[config.mk]
export PLATFORM = sky130hd
export DESIGN_NAME = ram_tapped_delay_line
export DESIGN_NICKNAME = d
export VERILOG_FILES = /design/src/rtl/tap_delay_pkg.sv /design/src/rtl/delay_parts.sv /design/src/rtl/ram_tapped_delay_line.sv
export SDC_FILE = /design/constraint.sdc
export NUM_CORES = 1
export LEC_CHECK = 0
export BUFFER_PORTS_ARGS = -buffer_cell sky130_fd_sc_hd__buf_2
export CORE_MARGIN = 4
export CORE_UTILIZATION = 50
export DETAILED_ROUTE_END_ITERATION = 8
export HOLD_SLACK_MARGIN = 0.08
export PLACE_DENSITY = 0.7
export SLEW_MARGIN = 15
export SYNTH_ARGS = -nofsm -noshare
export SYNTH_HDL_FRONTEND = slang
export SYNTH_SLANG_ARGS = --single-unit
[constraint.sdc]
create_clock -name mclk -period 12.65 [get_ports mclk]
set_input_delay 2.53 -clock mclk [delete_from_list [all_inputs] [get_ports mclk]]
set_output_delay 2.53 -clock mclk [all_outputs]
set_load 0.02 [all_outputs]
[src/rtl/tap_delay_pkg.sv]
// Constants, register map and types for the memory-backed tapped delay line.
// Assumes one clock domain and a 32-bit AXI4-Lite register port.
`default_nettype none
package tap_delay_pkg;
  // Build choices, all within the permitted sets
  localparam int WORD_W = 8;
  localparam int TAP_COUNT = 4;
  localparam int TAP_SPACING = 8;
  localparam int PTR_W = 3;
  localparam int TAPS_W = WORD_W * TAP_COUNT;
  localparam bit HAS_ENABLE = 1'b1;
  localparam bit HAS_CLEAR = 1'b1;
  localparam bit HAS_TAP_GROUPS = 1'b1;

  localparam int FIFO_DEPTH = 8;
  localparam int FIFO_PTR_W = 3;

  // Advances since clear, saturating one advance before the last tap holds live data
  localparam int FILL_W = 5;
  localparam logic [FILL_W-1:0] FILL_MAX = FILL_W'(TAP_COUNT * TAP_SPACING - 1);
  localparam logic [FILL_W-1:0] READ_MIN = FILL_W'(TAP_SPACING - 1);
  localparam logic [PTR_W-1:0] PTR_LAST = PTR_W'(TAP_SPACING - 1);
  localparam logic [PTR_W-1:0] PTR_RESET = 3'h0;

  // Register map (byte addresses)
  localparam int ADDR_W = 8;
  localparam logic [ADDR_W-1:0] CTRL_OFFSET = 8'h00;
  localparam logic [ADDR_W-1:0] STATUS_OFFSET = 8'h04;
  localparam logic [ADDR_W-1:0] ADVCOUNT_OFFSET = 8'h08;
  localparam logic [ADDR_W-1:0] CHAINOUT_OFFSET = 8'h0c;
  localparam logic [ADDR_W-1:0] PARAMS_OFFSET = 8'h10;
  localparam logic [ADDR_W-1:0] REFUSED_OFFSET = 8'h14;

  localparam int CTRL_RUN_BIT = 0;
  localparam int CTRL_FLUSH_BIT = 1;
  localparam logic CTRL_RUN_RESET = 1'b1;
  localparam int STAT_EMPTY_BIT = 0;
  localparam int STAT_FULL_BIT = 1;
  localparam int STAT_PRIMED_BIT = 2;
  localparam int STAT_LEVEL_LSB = 8;
  localparam logic [31:0] COUNT_RESET = 32'h0000_0000;

  localparam logic [1:0] RESP_OKAY = 2'h0;
  localparam logic [1:0] RESP_SLVERR = 2'h2;

  typedef enum logic [2:0] {
    REG_CTRL = 3'b000,
    REG_STATUS = 3'b001,
    REG_ADVCOUNT = 3'b010,
    REG_CHAINOUT = 3'b011,
    REG_PARAMS = 3'b100,
    REG_REFUSED = 3'b101,
    REG_NONE = 3'b111
  } regSel_t;
endpackage
`default_nettype wire

[src/rtl/delay_parts.sv]
// Leaf parts of the tapped delay line: an input FIFO and one tap segment memory.
// Assumes a single clock; rst_n is synchronous and active low.
`timescale 1ns/1ns
`default_nettype none
module word_fifo #(
  parameter int WIDTH = 8,
  parameter int DEPTH = 8,
  parameter int PW = 3
) (
  input wire logic clk,
  input wire logic rst_n,
  input wire logic inValid,
  output logic inReady,
  input wire logic [WIDTH-1:0] inData,
  output logic outValid,
  input wire logic outReady,
  output logic [WIDTH-1:0] outData,
  output logic [PW:0] level
);
  logic [WIDTH-1:0] mem [DEPTH];
  logic [PW-1:0] wr_q, wr_d, rd_q, rd_d;
  logic [PW:0] cnt_q, cnt_d;
  logic push, pop;

  assign inReady = (cnt_q != (PW+1)'(DEPTH));
  assign outValid = (cnt_q != '0);
  assign outData = mem[rd_q];
  assign level = cnt_q;
  assign push = inValid && inReady;
  assign pop = outValid && outReady;

  always_comb begin
    wr_d = wr_q;
    rd_d = rd_q;
    cnt_d = cnt_q;
    if (push) wr_d = (wr_q == PW'(DEPTH - 1)) ? '0 : wr_q + 1'b1;
    if (pop) rd_d = (rd_q == PW'(DEPTH - 1)) ? '0 : rd_q + 1'b1;
    if (push && !pop) cnt_d = cnt_q + 1'b1;
    else if (pop && !push) cnt_d = cnt_q - 1'b1;
    if (!rst_n) begin
      wr_d = '0;
      rd_d = '0;
      cnt_d = '0;
    end
  end

  always_ff @(posedge clk) begin
    wr_q <= wr_d;
    rd_q <= rd_d;
    cnt_q <= cnt_d;
  end

  always_ff @(posedge clk) begin
    if (push) mem[wr_q] <= inData;
  end
endmodule // word_fifo

module tap_ram #(
  parameter int WIDTH = 8,
  parameter int DEPTH = 8,
  parameter int AW = 3
) (
  input wire logic clk,
  input wire logic clr,
  input wire logic rst_n,
  input wire logic we,
  input wire logic [AW-1:0] waddr,
  input wire logic [WIDTH-1:0] wdata,
  input wire logic [AW-1:0] raddr,
  input wire logic rdMask,
  input wire logic flush,
  output logic [WIDTH-1:0] rdata
);
  logic [WIDTH-1:0] mem [DEPTH];
  logic [WIDTH-1:0] rdata_q, rdata_d;

  // The array itself cannot be cleared at once; stale words are masked instead
  always_comb begin
    rdata_d = rdata_q;
    if (!rst_n || flush) rdata_d = '0;
    else if (we) rdata_d = rdMask ? '0 : mem[raddr];
  end

  always_ff @(posedge clk) begin
    if (we) mem[waddr] <= wdata;
  end

  always_ff @(posedge clk or posedge clr) begin
    if (clr) rdata_q <= '0;
    else rdata_q <= rdata_d;
  end

  assign rdata = rdata_q;
endmodule // tap_ram
`default_nettype wire

[src/rtl/ram_tapped_delay_line.sv]
// Memory-backed tapped delay line with an input FIFO and an AXI4-Lite control port.
// Assumes words arrive synchronous to mclk; asyncClear may arrive at any time.
// Behaviour
// - Input word and chain output are WORD_W bits, chosen from the permitted widths.
// - Chain advances one place per rising edge only while the advance enable is high.
// - Asserted clear empties the whole chain at once, without a clock edge.
// - Chain output reads zero immediately while clear is asserted.
// - Chain output shows the word at the last position, WORD_W bits wide.
// - Tap bus concatenates TAP_COUNT fields of WORD_W bits, one per tap.
// - Tap count is a permitted build choice; taps are spaced evenly.
// - Tap spacing counts clock cycles, permitted values only, never below three.
// - Each tap segment uses one memory word per cycle of spacing.
// - Clear path exists only when the clear build option is on.
// - Optional build setting also presents each tap as its own word output.
`timescale 1ns/1ns
`default_nettype none
module ram_tapped_delay_line
  import tap_delay_pkg::*;
(
  input wire logic mclk,
  input wire logic rst_n,
  input wire logic [tap_delay_pkg::WORD_W-1:0] inWord,
  input wire logic inValid,
  output logic inReady,
  input wire logic advanceEnable,
  input wire logic asyncClear,
  output logic [tap_delay_pkg::WORD_W-1:0] chainOut,
  output logic [tap_delay_pkg::TAPS_W-1:0] tapOut,
  output logic [tap_delay_pkg::WORD_W-1:0] tapWord [tap_delay_pkg::TAP_COUNT],
  input wire logic [tap_delay_pkg::ADDR_W-1:0] s_axi_awaddr,
  input wire logic s_axi_awvalid,
  output logic s_axi_awready,
  input wire logic [31:0] s_axi_wdata,
  input wire logic [3:0] s_axi_wstrb,
  input wire logic s_axi_wvalid,
  output logic s_axi_wready,
  output logic [1:0] s_axi_bresp,
  output logic s_axi_bvalid,
  input wire logic s_axi_bready,
  input wire logic [tap_delay_pkg::ADDR_W-1:0] s_axi_araddr,
  input wire logic s_axi_arvalid,
  output logic s_axi_arready,
  output logic [31:0] s_axi_rdata,
  output logic [1:0] s_axi_rresp,
  output logic s_axi_rvalid,
  input wire logic s_axi_rready
);
  import tap_delay_pkg::*;

  function automatic regSel_t regDecode(input logic [ADDR_W-1:0] addr);
    regSel_t sel;
    sel = REG_NONE;
    case (addr)
      CTRL_OFFSET: sel = REG_CTRL;
      STATUS_OFFSET: sel = REG_STATUS;
      ADVCOUNT_OFFSET: sel = REG_ADVCOUNT;
      CHAINOUT_OFFSET: sel = REG_CHAINOUT;
      PARAMS_OFFSET: sel = REG_PARAMS;
      REFUSED_OFFSET: sel = REG_REFUSED;
      default: sel = REG_NONE;
    endcase
    return sel;
  endfunction

  function automatic logic [PTR_W-1:0] ptrNext(input logic [PTR_W-1:0] p);
    return (p == PTR_LAST) ? PTR_RESET : p + 1'b1;
  endfunction

  // Chain state
  logic clrInt;
  logic advEn;
  logic advance;
  logic flushNow;
  logic readMask;
  logic [PTR_W-1:0] ptr_q, ptr_d, rdPtr;
  logic [FILL_W-1:0] fill_q, fill_d;
  logic [31:0] advCount_q, advCount_d;
  logic [31:0] refused_q, refused_d;
  logic [WORD_W-1:0] segIn [TAP_COUNT];
  logic [WORD_W-1:0] tap [TAP_COUNT];

  // FIFO
  logic fifoValid;
  logic fifoPopReady;
  logic [WORD_W-1:0] fifoData;
  logic [FIFO_PTR_W:0] fifoLevel;

  // Register port state
  logic run_q, run_d;
  logic awHave_q, awHave_d;
  logic wHave_q, wHave_d;
  logic [ADDR_W-1:0] awAddr_q, awAddr_d;
  logic [31:0] wData_q, wData_d;
  logic [3:0] wStrb_q, wStrb_d;
  logic bValid_q, bValid_d;
  logic [1:0] bResp_q, bResp_d;
  logic rValid_q, rValid_d;
  logic [31:0] rData_q, rData_d;
  logic [1:0] rResp_q, rResp_d;
  logic doWrite;
  regSel_t wrSel;
  regSel_t rdSel;
  logic [31:0] rdWord;

  assign clrInt = HAS_CLEAR & asyncClear;
  assign advEn = HAS_ENABLE ? advanceEnable : 1'b1;
  // Back-pressure: a stalled chain stops draining, so the FIFO fills and inReady drops
  assign fifoPopReady = advEn && run_q;
  assign advance = fifoPopReady && fifoValid;
  assign rdPtr = ptrNext(ptr_q);
  // A word read at rdPtr was written SPACING-1 advances ago; before that it is stale
  assign readMask = (fill_q < READ_MIN);

  word_fifo #(
    .WIDTH(WORD_W),
    .DEPTH(FIFO_DEPTH),
    .PW(FIFO_PTR_W)
  ) uInFifo (
    .clk(mclk),
    .rst_n(rst_n),
    .inValid(inValid),
    .inReady(inReady),
    .inData(inWord),
    .outValid(fifoValid),
    .outReady(fifoPopReady),
    .outData(fifoData),
    .level(fifoLevel)
  );

  assign segIn[0] = fifoData;

  // One memory of TAP_SPACING words per segment, all on one shared pointer
  for (genvar k = 0; k < TAP_COUNT; k++) begin : gSeg
    if (k > 0) begin : gLink
      assign segIn[k] = tap[k-1];
    end
    tap_ram #(
      .WIDTH(WORD_W),
      .DEPTH(TAP_SPACING),
      .AW(PTR_W)
    ) uSeg (
      .clk(mclk),
      .clr(clrInt),
      .rst_n(rst_n),
      .we(advance),
      .waddr(ptr_q),
      .wdata(segIn[k]),
      .raddr(rdPtr),
      .rdMask(readMask),
      .flush(flushNow),
      .rdata(tap[k])
    );
    assign tapOut[k*WORD_W +: WORD_W] = tap[k];
    assign tapWord[k] = HAS_TAP_GROUPS ? tap[k] : '0;
  end

  assign chainOut = tap[TAP_COUNT-1];

  always_comb begin
    ptr_d = ptr_q;
    fill_d = fill_q;
    advCount_d = advCount_q;
    refused_d = refused_q;
    if (advance) begin
      ptr_d = rdPtr;
      advCount_d = advCount_q + 32'h0000_0001;
      if (fill_q != FILL_MAX) fill_d = fill_q + 1'b1;
    end
    if (inValid && !inReady) refused_d = refused_q + 32'h0000_0001;
    if (flushNow) begin
      fill_d = '0;
      advCount_d = COUNT_RESET;
    end
    if (!rst_n) begin
      ptr_d = PTR_RESET;
      fill_d = '0;
      advCount_d = COUNT_RESET;
      refused_d = COUNT_RESET;
    end
  end

  always_ff @(posedge mclk) begin
    ptr_q <= ptr_d;
    refused_q <= refused_d;
  end

  // Clear forgets every word at once by zeroing the fill count
  always_ff @(posedge mclk or posedge clrInt) begin
    if (clrInt) begin
      fill_q <= '0;
      advCount_q <= COUNT_RESET;
    end else begin
      fill_q <= fill_d;
      advCount_q <= advCount_d;
    end
  end

  // Write channel: address and data may arrive in either order
  assign s_axi_awready = !awHave_q && !bValid_q;
  assign s_axi_wready = !wHave_q && !bValid_q;
  assign doWrite = awHave_q && wHave_q && !bValid_q;
  assign wrSel = regDecode(awAddr_q);
  assign flushNow = doWrite && (wrSel == REG_CTRL) && wStrb_q[0] && wData_q[CTRL_FLUSH_BIT];

  always_comb begin
    awHave_d = awHave_q;
    awAddr_d = awAddr_q;
    wHave_d = wHave_q;
    wData_d = wData_q;
    wStrb_d = wStrb_q;
    bValid_d = bValid_q;
    bResp_d = bResp_q;
    run_d = run_q;
    if (s_axi_awvalid && s_axi_awready) begin
      awHave_d = 1'b1;
      awAddr_d = s_axi_awaddr;
    end
    if (s_axi_wvalid && s_axi_wready) begin
      wHave_d = 1'b1;
      wData_d = s_axi_wdata;
      wStrb_d = s_axi_wstrb;
    end
    if (doWrite) begin
      awHave_d = 1'b0;
      wHave_d = 1'b0;
      bValid_d = 1'b1;
      bResp_d = RESP_OKAY;
      case (wrSel)
        REG_CTRL: begin
          if (wStrb_q[0]) run_d = wData_q[CTRL_RUN_BIT];
        end
        REG_STATUS, REG_ADVCOUNT, REG_CHAINOUT, REG_PARAMS, REG_REFUSED: begin
          bResp_d = RESP_OKAY;
        end
        default: bResp_d = RESP_SLVERR;
      endcase
    end
    if (bValid_q && s_axi_bready) bValid_d = 1'b0;
    if (!rst_n) begin
      awHave_d = 1'b0;
      awAddr_d = '0;
      wHave_d = 1'b0;
      wData_d = '0;
      wStrb_d = '0;
      bValid_d = 1'b0;
      bResp_d = RESP_OKAY;
      run_d = CTRL_RUN_RESET;
    end
  end

  always_ff @(posedge mclk) begin
    awHave_q <= awHave_d;
    awAddr_q <= awAddr_d;
    wHave_q <= wHave_d;
    wData_q <= wData_d;
    wStrb_q <= wStrb_d;
    bValid_q <= bValid_d;
    bResp_q <= bResp_d;
    run_q <= run_d;
  end

  assign s_axi_bvalid = bValid_q;
  assign s_axi_bresp = bResp_q;

  // Read channel: one read in flight; data registered on the address handshake
  assign s_axi_arready = !rValid_q;
  assign rdSel = regDecode(s_axi_araddr);

  always_comb begin
    rdWord = '0;
    case (rdSel)
      REG_CTRL: rdWord[CTRL_RUN_BIT] = run_q;
      REG_STATUS: begin
        rdWord[STAT_EMPTY_BIT] = !fifoValid;
        rdWord[STAT_FULL_BIT] = !inReady;
        rdWord[STAT_PRIMED_BIT] = (fill_q == FILL_MAX);
        rdWord[STAT_LEVEL_LSB +: FIFO_PTR_W+1] = fifoLevel;
      end
      REG_ADVCOUNT: rdWord = advCount_q;
      REG_CHAINOUT: rdWord[WORD_W-1:0] = chainOut;
      REG_PARAMS: rdWord = {8'(TAP_SPACING), 8'(TAP_COUNT), 16'(WORD_W)};
      REG_REFUSED: rdWord = refused_q;
      default: rdWord = '0;
    endcase
  end

  always_comb begin
    rValid_d = rValid_q;
    rData_d = rData_q;
    rResp_d = rResp_q;
    if (rValid_q && s_axi_rready) rValid_d = 1'b0;
    if (s_axi_arvalid && s_axi_arready) begin
      rValid_d = 1'b1;
      rData_d = rdWord;
      rResp_d = (rdSel == REG_NONE) ? RESP_SLVERR : RESP_OKAY;
    end
    if (!rst_n) begin
      rValid_d = 1'b0;
      rData_d = '0;
      rResp_d = RESP_OKAY;
    end
  end

  always_ff @(posedge mclk) begin
    rValid_q <= rValid_d;
    rData_q <= rData_d;
    rResp_q <= rResp_d;
  end

  assign s_axi_rvalid = rValid_q;
  assign s_axi_rdata = rData_q;
  assign s_axi_rresp = rResp_q;
endmodule // ram_tapped_delay_line
`default_nettype wire

# Yosys cells after proc, flatten, opt, wreduce, memory -nomap -nowiden
# Memory sizes are Yosys's and may differ from the RTL's. A register that Yosys moved wholly into a read port is not among the register bits.
# Cells that the tools add are included.
[classes] add_sub_neg=8 n_lt_le_gt_ge=1 n_eq_ne=29 n_mux=41 bitwise_logic=1 reduce_logical=41
[ops] cell="$mux 32" n=3
[ops] cell="$mux 8" n=12
[ops] cell="$add 32x1->32 const B" n=2
[ops] cell="$pmux 20 s3" n=1
[ops] cell="$pmux 3 s6" n=2
[ops] cell="$eq 8x4->1 const B" n=4
[ops] cell="$eq 8x5->1 const B" n=4
[ops] cell="$eq 3x3->1 const B" n=8
[ops] cell="$mux 5" n=4
[ops] cell="$pmux 5 s4" n=1
[ops] cell="$logic_and 1x1->1" n=18
[ops] cell="$eq 8x3->1 const B" n=2
[ops] cell="$logic_not 8->1" n=2
[ops] cell="$mux 3" n=5
[ops] cell="$eq 3x2->1 const B" n=4
[ops] cell="$pmux 4 s3" n=1
[ops] cell="$add 3x1->3 const B" n=3
[ops] cell="$logic_not 1->1" n=9
[ops] cell="$mux 4" n=2
[ops] cell="$pmux 2 s4" n=1
[ops] cell="$eq 3x1->1 const B" n=2
[ops] cell="$logic_not 3->1" n=2
[ops] cell="$mux 1" n=6
[ops] cell="$ne 3x1->1 const B" n=2
[ops] cell="other kinds (17)" n=21
[totals] regBits=166 mem_bits_rw=320 in_bits=70 elab_cells=148 n_memories=5
[mem_list] name="gSeg[0].uSeg.mem" words=8 width=8 read_ports=1 rd_ports_with_merged_regs=0 wr=1 line="delay_parts.sv:74" rtl="logic [WIDTH-1:0] mem [DEPTH];"
[mem_list] name="gSeg[1].uSeg.mem" words=8 width=8 read_ports=1 rd_ports_with_merged_regs=0 wr=1 line="delay_parts.sv:74"
[mem_list] name="gSeg[2].uSeg.mem" words=8 width=8 read_ports=1 rd_ports_with_merged_regs=0 wr=1 line="delay_parts.sv:74"
[mem_list] name="gSeg[3].uSeg.mem" words=8 width=8 read_ports=1 rd_ports_with_merged_regs=0 wr=1 line="delay_parts.sv:74"
[mem_list] name="uInFifo.mem" words=8 width=8 read_ports=1 rd_ports_with_merged_regs=1 wr=1 line="delay_parts.sv:20" rtl="logic [WIDTH-1:0] mem [DEPTH];"

# Logic depth before layout (Yosys ltp)
# Gate-level depths: netlist of the first run.
[logic_depth] word_depth=8 ltp_mapped=13 mapped_depth_nobuf=12

# Modules after synthesis
# Synthesis of the first run repeated with hierarchy kept, for this count alone.
[unflattened] hier_cells=1540 hier_area_um2=20867.5
[by_module_without_submodules] module="tap_ram" instances=4 cells_each=160 area_each_um2=2844.0 seq_area_each_um2=2122.0
[by_module_without_submodules] module="ram_tapped_delay_line" instances=1 cells_each=732 area_each_um2=6343.6 seq_area_each_um2=2627.5
[by_module_without_submodules] module="word_fifo" instances=1 cells_each=168 area_each_um2=3148.0 seq_area_each_um2=2182.1

# Least setup slack after synthesis of the first run
# No wires, ideal clock.
[synth_path] kind="input to register" startpoint="input advanceEnable" endpoint="memory gSeg[0].uSeg.mem[2][0], enable pin" setup_time_ns=0.513 arrival_ns=6.240 required_time_ns=12.137 slack_ns=5.897 path_stages=4 n_path_buf=0 cell_sequence="nand2_1 -> nor2_1 -> inv_1 -> nor4b_1"
[synth_via] elab_chain_len=4
[synth_rtl] item="from (decl)" line="ram_tapped_delay_line.sv:25" rtl="input wire logic advanceEnable,"
[synth_rtl] item="$logic_and 1x1->1" line="ram_tapped_delay_line.sv:108" rtl="assign fifoPopReady = advEn && run_q;"
[synth_rtl] item="$logic_and 1x1->1" line="ram_tapped_delay_line.sv:109" rtl="assign advance = fifoPopReady && fifoValid;"
[synth_rtl] item="$mux 1" line="delay_parts.sv:85" rtl="if (we) mem[waddr] <= wdata;"
[synth_rtl] item="$mux 1 (implied by the code)" line="delay_parts.sv:85"
[synth_rtl] item="to (decl)" line="delay_parts.sv:74"
# Every way passes these cells.

# Worst setup path in the final report of the first run
[layout_path] startpoint="input s_axi_araddr[6] (netlist name)" endpoint="register rData_q[12] (netlist: s_axi_rdata[12])"
[layout_via] elab_chain_len=4 word_cells_on_any_way=11
[layout_rtl] item="from (decl)" line="ram_tapped_delay_line.sv:40" rtl="input wire logic [tap_delay_pkg::ADDR_W-1:0] s_axi_araddr,"
[layout_rtl] item="$eq 8x5->1, or another cell as far along" line="ram_tapped_delay_line.sv:53" rtl="case (addr)"
[layout_rtl] item="$pmux 3 s6 *" line="ram_tapped_delay_line.sv:53"
[layout_rtl] item="$eq 3x3->1 or $eq 3x2->1 (tied branches)" line="ram_tapped_delay_line.sv:271" rtl="case (rdSel)"
[layout_rtl] item="$pmux 20 s3 *" line="ram_tapped_delay_line.sv:271"
[layout_rtl] item="to (signal assigned)" line="ram_tapped_delay_line.sv:306" rtl="rData_q <= rData_d;"
[layout_rtl] item="to (decl)" line="ram_tapped_delay_line.sv:98" rtl="logic [31:0] rData_q, rData_d;"
# Mark *: on every way between the ends. The rest lies on a longest branch, timed or not.
# A chain may end at the register's enable or synchronous reset.

==> out/metrics.yaml, run 1 <==
route.detailed.drc: 0
fin_skew_ns: 0.0336
gp_congestion: 0.832
clock_latency_ns: 0.60
cts_buffers: 49
io_buffers: 148
cts_tree: "built"
avgSynthCellArea_sq_um: 13.2
detailroute.via_count: 12767
min_path_type: "reg2reg"
drt_iter0_markers: 933
regToRegSetupSlack_ns: 9.09
power_per_cell_area_nw_per_um2: 174
synth-seq-cells: 487
hold_viol_final: 0
peakVddDrop_mv: 0.120
slew_headroom_pct: 31.0
post_cts_resized: 0
async_flop_share_pct: 14.2
path_clk_slew_ns: 0.06
synth_top_area_share_pct: 48.2
synth_seq_area_share_pct: 66.7
r2r_end: "uInFifo.level[3]"
track_usage_pct: 20.3
setup_viol: 0
period_needed_ns: 5.37
fin_ws_ns: 7.28
coreArea_sq_um: 39000
r2r_cells: 12
grt_pass1_wl_um: 70100
routed_wl_um: 45100
layout-drive-gt1-share_pct: 19.0
synthTopCellsByArea: "edfxtp_1 48%, dfxtp_1 9.8%, dfrtp_1 8.7%"
instances_no_fill: 2170
antennaDiodeCount: 0
synth_edf_count: 320
fin_nets: 1697
holdBufCountCts: 0
dieArea_sq_um: 43200
vias_per_cell: 5.88
crit_arrival_ns: 5.91
crit_path_start: "s_axi_araddr[6]"
drv_slew: 0
grt_pass1_vias: 12221
start_util_pct: 51.1
antenna_left: 0
drtPass1Iterations: 5
p_leak_nw: 8.61
syn2layout_area_growth_pct: 13.4
r2r_start: "uInFifo.level[0]"
use_met3_pct: 3.51
endpoint: "s_axi_rdata[12]"
synth_area_sq_um: 19900
synth_area_leader_cell: "edfxtp_1"
post-place-ws_ns: 6.76
place_hpwl_um: 25700
grt.met1_usage_pct: 28.5
post-cts-setup-buffers: 0
path_class: "in2reg"
fin_setup_tns_ns: 0
grt_setup_unrepaired: "no"
rows: 72
grtUsageMet2_pct: 33.1
cts_sinks: 487
grt.busiest_layer: "met2"
worstPathMaxFanout: 18
tightestPinTransition_ns: 1.03
synthFlopType: "edfxtp_1"
cts_root_buffer: "clkbuf_16"
die_y_um: 208
timing.final.crit_share_pct: 42.5
start_kind: "primary input"
wl_per_cell_um: 20.8
power.total_mw: 3.95
required_ns: 13.19
fmax_mhz: 186
max-clock-path-buffers: 3
htreeDepth: 2
min_path_cells: 2
antenna_found_initial: 0
status: "completed"
synth_cells: 1511
critPathCaptureType: "flop"
io_pins: 184
drv_cap: 0
netlist-cell-type-count: 66
dieWidth_um: 208
grt_max_degree: 74
yosys_warnings: 0
overflow: 0
dp_cells: 2078
fill_cells: 3016
[critical path, cell delays in order]
cell and delay, ns:
buf_2 0.09, or3_1 0.45, nor3_1 0.63, nand3b_1 0.21, ha_1 0.34, or3b_2 0.63, nor3_4 0.62, a221oi_1 0.24
nor2_1 0.14
[routing by layer]
| metal | vias up | wire, um |
|---|---|---|
| met4 | 0 | 924 |
| li1 | 5845 | - |
| met2 | 423 | 21500 |
| met3 | 69 | 3000 |
| met1 | 6430 | 19700 |
| met5 | - | 0 |
[cell type report]
type | count | area, sq um | area share (%)
flip-flops and latches | 487 | 13300 | 58.8
multi-input cells | 882 | 6010 | 26.6
clock buffers | 68 | 1420 | 6.27
repair buffers | 177 | 958 | 4.24
well taps | 518 | 648 | 2.87
clock inverters | 24 | 233 | 1.03
inverters | 14 | 53.8 | 0.238
[Yosys cell counts (3+ instances only)]
cell and n:
clkbuf_1 58, a32oi_1 64, buf_1 9, edfxtp_1 320, mux4_2 16, nor2_1 108, buf_2 18, mux2_2 8
xor2_1 34, nand4_1 18, inv_1 12, buf_4 43, a21oi_1 52, or2_2 4, a22oi_1 6, and2_1 8
nor3b_1 5, xnor2_1 20, nand3_1 24, and3_1 12, o21ai_0 37, dfxtp_1 98, o31ai_1 7, or3_1 9
a22o_1 5, ha_1 15, nor3_1 23, nand2b_1 5, nor4_1 3, nor2b_1 3, a32o_1 32, nand2_1 210
a221o_1 4, o211ai_1 3, dfrtp_1 69, mux2i_1 76, a221oi_1 18, or4_1 8, nand3b_1 6, and4_1 7
[stage by stage]
step	area [sq um]	hold slack, ns	utilization, %
finish	22600	0.458	58.0
global route	22600	0.486	58.0
CTS	22600	0.459	58.0
detailed placement	21000	0.445	53.8
global placement	21000	0.441	53.8
floorplan	20000	0.431	-
[registers in the layout, indices dropped and copies added (netlist names), 2 cells and up, named ones only]
name / cells
ptr_q: 3
advCount_q: 32
gSeg.uSeg.rdata: 32
uInFifo.rd_q: 3
uInFifo.level: 4
wData_q: 2
refused_q: 32
uInFifo.wr_q: 3
s_axi_rdata: 32
fill_q: 5
awAddr_q: 8
uInFifo.mem: 64
gSeg.uSeg.mem: 256
[worst min-delay path by stage]
stage / endpoint / start
floorplan: awAddr_q[2] / awAddr_q[2]
global placement: s_axi_rdata[0] / s_axi_rdata[0]
detailed placement: s_axi_rdata[4] / s_axi_rdata[4]
CTS: awAddr_q[2] / awAddr_q[2]
global route: awAddr_q[7] / awAddr_q[7]
finish: s_axi_rdata[4] / s_axi_rdata[4]
[placed cells by master, fill, tap and decap left out, drive strengths merged, types with 34 or more instances in the layout]
cell	Yosys	layout
a21oi	52	52
a32oi	64	64
buf	71	177
clkbuf	58	68
dfrtp	69	69
dfxtp	98	98
edfxtp	320	320
mux2i	76	76
nand2	210	210
nor2	109	109
o21ai	37	37
xor2	34	34
[logic make-up (layout without fill, tap and decap cells)]
kind of cell	count (synthesis)	after routing	share of synthesized area, %
compound gates	239	239	8.91
xor+xnor	54	54	2.37
fa+ha+maj	16	16	1.04
buf+inv	143	283	3.65
flops	487	487	66.7
mux	100	100	6.07
other cells	1	2	0.0188
simple gates	471	471	11.3
[power breakdown]
| group | total [mW] | internal (mW) | switching [mW] |
|---|---|---|---|
| sequential | 1.87 | 1.81 | 0.0632 |
| combinational | 0.620 | 0.215 | 0.405 |
| clock | 1.45 | 0.850 | 0.604 |
| total | 3.95 | 2.87 | 1.07 |
Power figures use the tool's default switching activity.
==> inputs of run 2 (changes only) <==
==> constraint.sdc (replaced) <==
create_clock -name mclk -period 5.3 [get_ports mclk]
set_input_delay 1.06 -clock mclk [delete_from_list [all_inputs] [get_ports mclk]]
set_output_delay 1.06 -clock mclk [all_outputs]
set_load 0.02 [all_outputs]
==> run 2 against run 1 <==
First-iteration DRC count up 18%. Register-to-register slack worse by 7.4 ns. Sequential cell count unchanged. Worst hold slack worse by 0.011 ns. Clock skew down 0.014 ns. Power up 150%. Clock power rose to 2.6 times the previous value. Core utilization up 0.42 points. Largest cell class unchanged.
==> out/metrics.yaml, run 2 (synthesis results as in run 1) <==
fin_skew_ns: 0.0196  # -0.0139 ns
instances_no_fill: 2176  # +0.28%
dp_cells: 2081  # +0.14%
seqCellArea_sq_um: 13300  # unchanged
slew_headroom_pct: 34.0  # +3.0 points
r2r_start: "uInFifo.level[0]"
critPathCaptureType: "flop"
path_clk_slew_ns: 0.06  # about the same
antenna_found_initial: 2  # +2
place_hpwl_um: 26600  # +3.6%
fin_setup_tns_ns: 0  # unchanged
final_common_cell: "edfxtp_1"
combPwrFrac_pct: 15.5  # -0.2 points
fmax_mhz: 275
fin_util_pct: 58.4  # +0.42 points
grt_pass1_wl_um: 70900  # +1.2%
htreeDepth: 2  # unchanged
hold_viol_final: 0  # unchanged
status: "completed"
io_pins: 184  # unchanged
final_cell_mix: "320 x edfxtp_1, 210 x nand2_1, 148 x buf_2"
track_usage_pct: 20.5  # +0.27 points
p_int_mw: 7.08  # +150%
path_class: "reg2reg"
vias_per_cell: 5.87  # -0.31%
timing.final.crit_share_pct: 68.6
multi_input_area_sq_um: 6010  # unchanged
drv_slew: 0  # unchanged
antenna_left: 0  # unchanged
power_frac_seq_pct: 46.2  # -1.3 points
grt_max_degree: 79  # +6.8%
crit_arrival_ns: 4.14  # -1.77 ns
cts_buffers: 50  # +2.0%
wl_per_cell_um: 20.9  # +0.46%
r2r_end: "uInFifo.level[3]"
power_per_cell_area_nw_per_um2: 425  # +140%
holdBufCountCts: 0  # unchanged
cts_sinks: 487  # unchanged
io_buffers: 148  # unchanged
cts_root_buffer: "clkbuf_16"
dieArea_sq_um: 43200  # unchanged
regMostFlops: "gSeg.uSeg.mem"
reg.largest.list: "gSeg.uSeg.mem (256), uInFifo.mem (64)"
route.detailed.drc: 0  # unchanged
p_leak_nw: 8.69  # +1.0%
max-clock-path-buffers: 3  # unchanged
overflow: 0  # unchanged
drt_iter0_markers: 1103  # +18%
start_kind: "flop"
p_sw_mw: 2.60  # +140%
drtPass1Iterations: 5  # unchanged
min_path_type: "in2async"
period_needed_ns: 3.64
fill_cells: 3018  # +0.066%
grt_pass1_vias: 12412  # +1.6%
regToRegSetupSlack_ns: 1.66  # -7.43 ns
tightestPinTransition_ns: 0.981  # -0.0538 ns
coreArea_sq_um: 39000  # unchanged
largest_reg_flops: 256  # unchanged
placed_cell_area_sq_um: 21000  # +0.17%
r2r_cells: 12  # unchanged
power.total_mw: 9.68  # +150%
gp_congestion: 0.817  # -1.8%
drv_cap: 0  # unchanged
dieWidth_um: 208  # unchanged
p_sw_share_pct: 26.9  # -0.30 points
rows: 72  # unchanged
die_y_um: 208  # unchanged
routed_wl_um: 45400  # +0.74%
peakVddDrop_mv: 0.289  # +140%
detailroute.via_count: 12763  # -0.031%
clock_power_share_pct: 38.3  # +1.5 points
crit_path_start: "uInFifo.level[0]"
post-cts-setup-buffers: 0  # unchanged
fin_nets: 1701  # +0.24%
required_ns: 5.80  # -7.39 ns
worstPathMaxFanout: 16  # -2
clock_latency_ns: 0.59  # about the same
start_util_pct: 51.1  # unchanged
cts_tree: "built"
post_cts_resized: 0  # unchanged
post-route-cell-area_sq_um: 22800  # +0.73%
syn2layout_area_growth_pct: 14.2
layout-drive-gt1-share_pct: 19.7  # +0.73 points
setup_viol: 0  # unchanged
grt_setup_unrepaired: "no"
endpoint: "uInFifo.level[3]"
-- run 2: changes by cell type in the layout (fill, tap and decap cells not counted), sizes merged --
cell      delta
clkinvlp     +1
bufinv       +3
buf          +3
clkinv       -2
diode        +1
-- run 2: critical path: stages, from the launching register on --
cell	delay (ns)
dfxtp_1	0.41
nor4_1	0.87
nor2_1	0.08
buf_4	0.22
inv_1	0.45
ha_1	0.28
inv_1	0.09
ha_1	0.28
a21o_1	0.18
a21oi_1	0.17
xnor2_1	0.09
or3_1	0.31
a21oi_1	0.13
-- run 2: stage by stage --
stage	hold WS, ns	worst slack (ns)
detailed placement	0.442	1.30
floorplan	0.431	0.0173
global route	0.440	1.45
global placement	0.441	1.37
finish	0.447	1.66
CTS	0.428	1.67
-- run 2: power by group through the flow --
stage,Combinational [mW],Clock [mW],Sequential (mW)
6_report,1.50,3.71,4.47
5_1_grt,1.64,3.93,4.49
4_1_cts,1.51,3.77,4.47
3_5_place_dp,1.50,0,4.55
3_3_place_gp,1.45,0,4.53
2_1_floorplan,1.06,0,4.50
-- run 2: how the worst min path moves through the flow --
stage	from	to	slack (ns)	cells past startpoint
after CTS	asyncClear	gSeg[0].uSeg.rdata[1]	0.43	2
after global routing	asyncClear	gSeg[1].uSeg.rdata[1]	0.44	2
after floorplan	awAddr_q[2]	awAddr_q[2]	0.43	2
final	asyncClear	gSeg[1].uSeg.rdata[1]	0.45	2
after detailed placement	s_axi_rdata[0]	s_axi_rdata[0]	0.44	2
after global placement	s_axi_rdata[3]	s_axi_rdata[3]	0.44	2
-- run 2: layout make-up --
cell class	instances	share of cell area [%]
clock inverters	26	1.39
well taps	518	2.84
clock buffers	68	6.42
inverters	14	0.236
flip-flops and latches	487	58.4
repair buffers	180	4.36
diodes	1	0.0110
multi-input cells	882	26.4
-- run 2: per-layer routing --
layer | GRT usage (%) | routed length (um)
met5 | 0 | 7
met4 | 5.39 | 1040
met2 | 33.4 | 21600
met3 | 4.00 | 3290
met1 | 28.7 | 19500
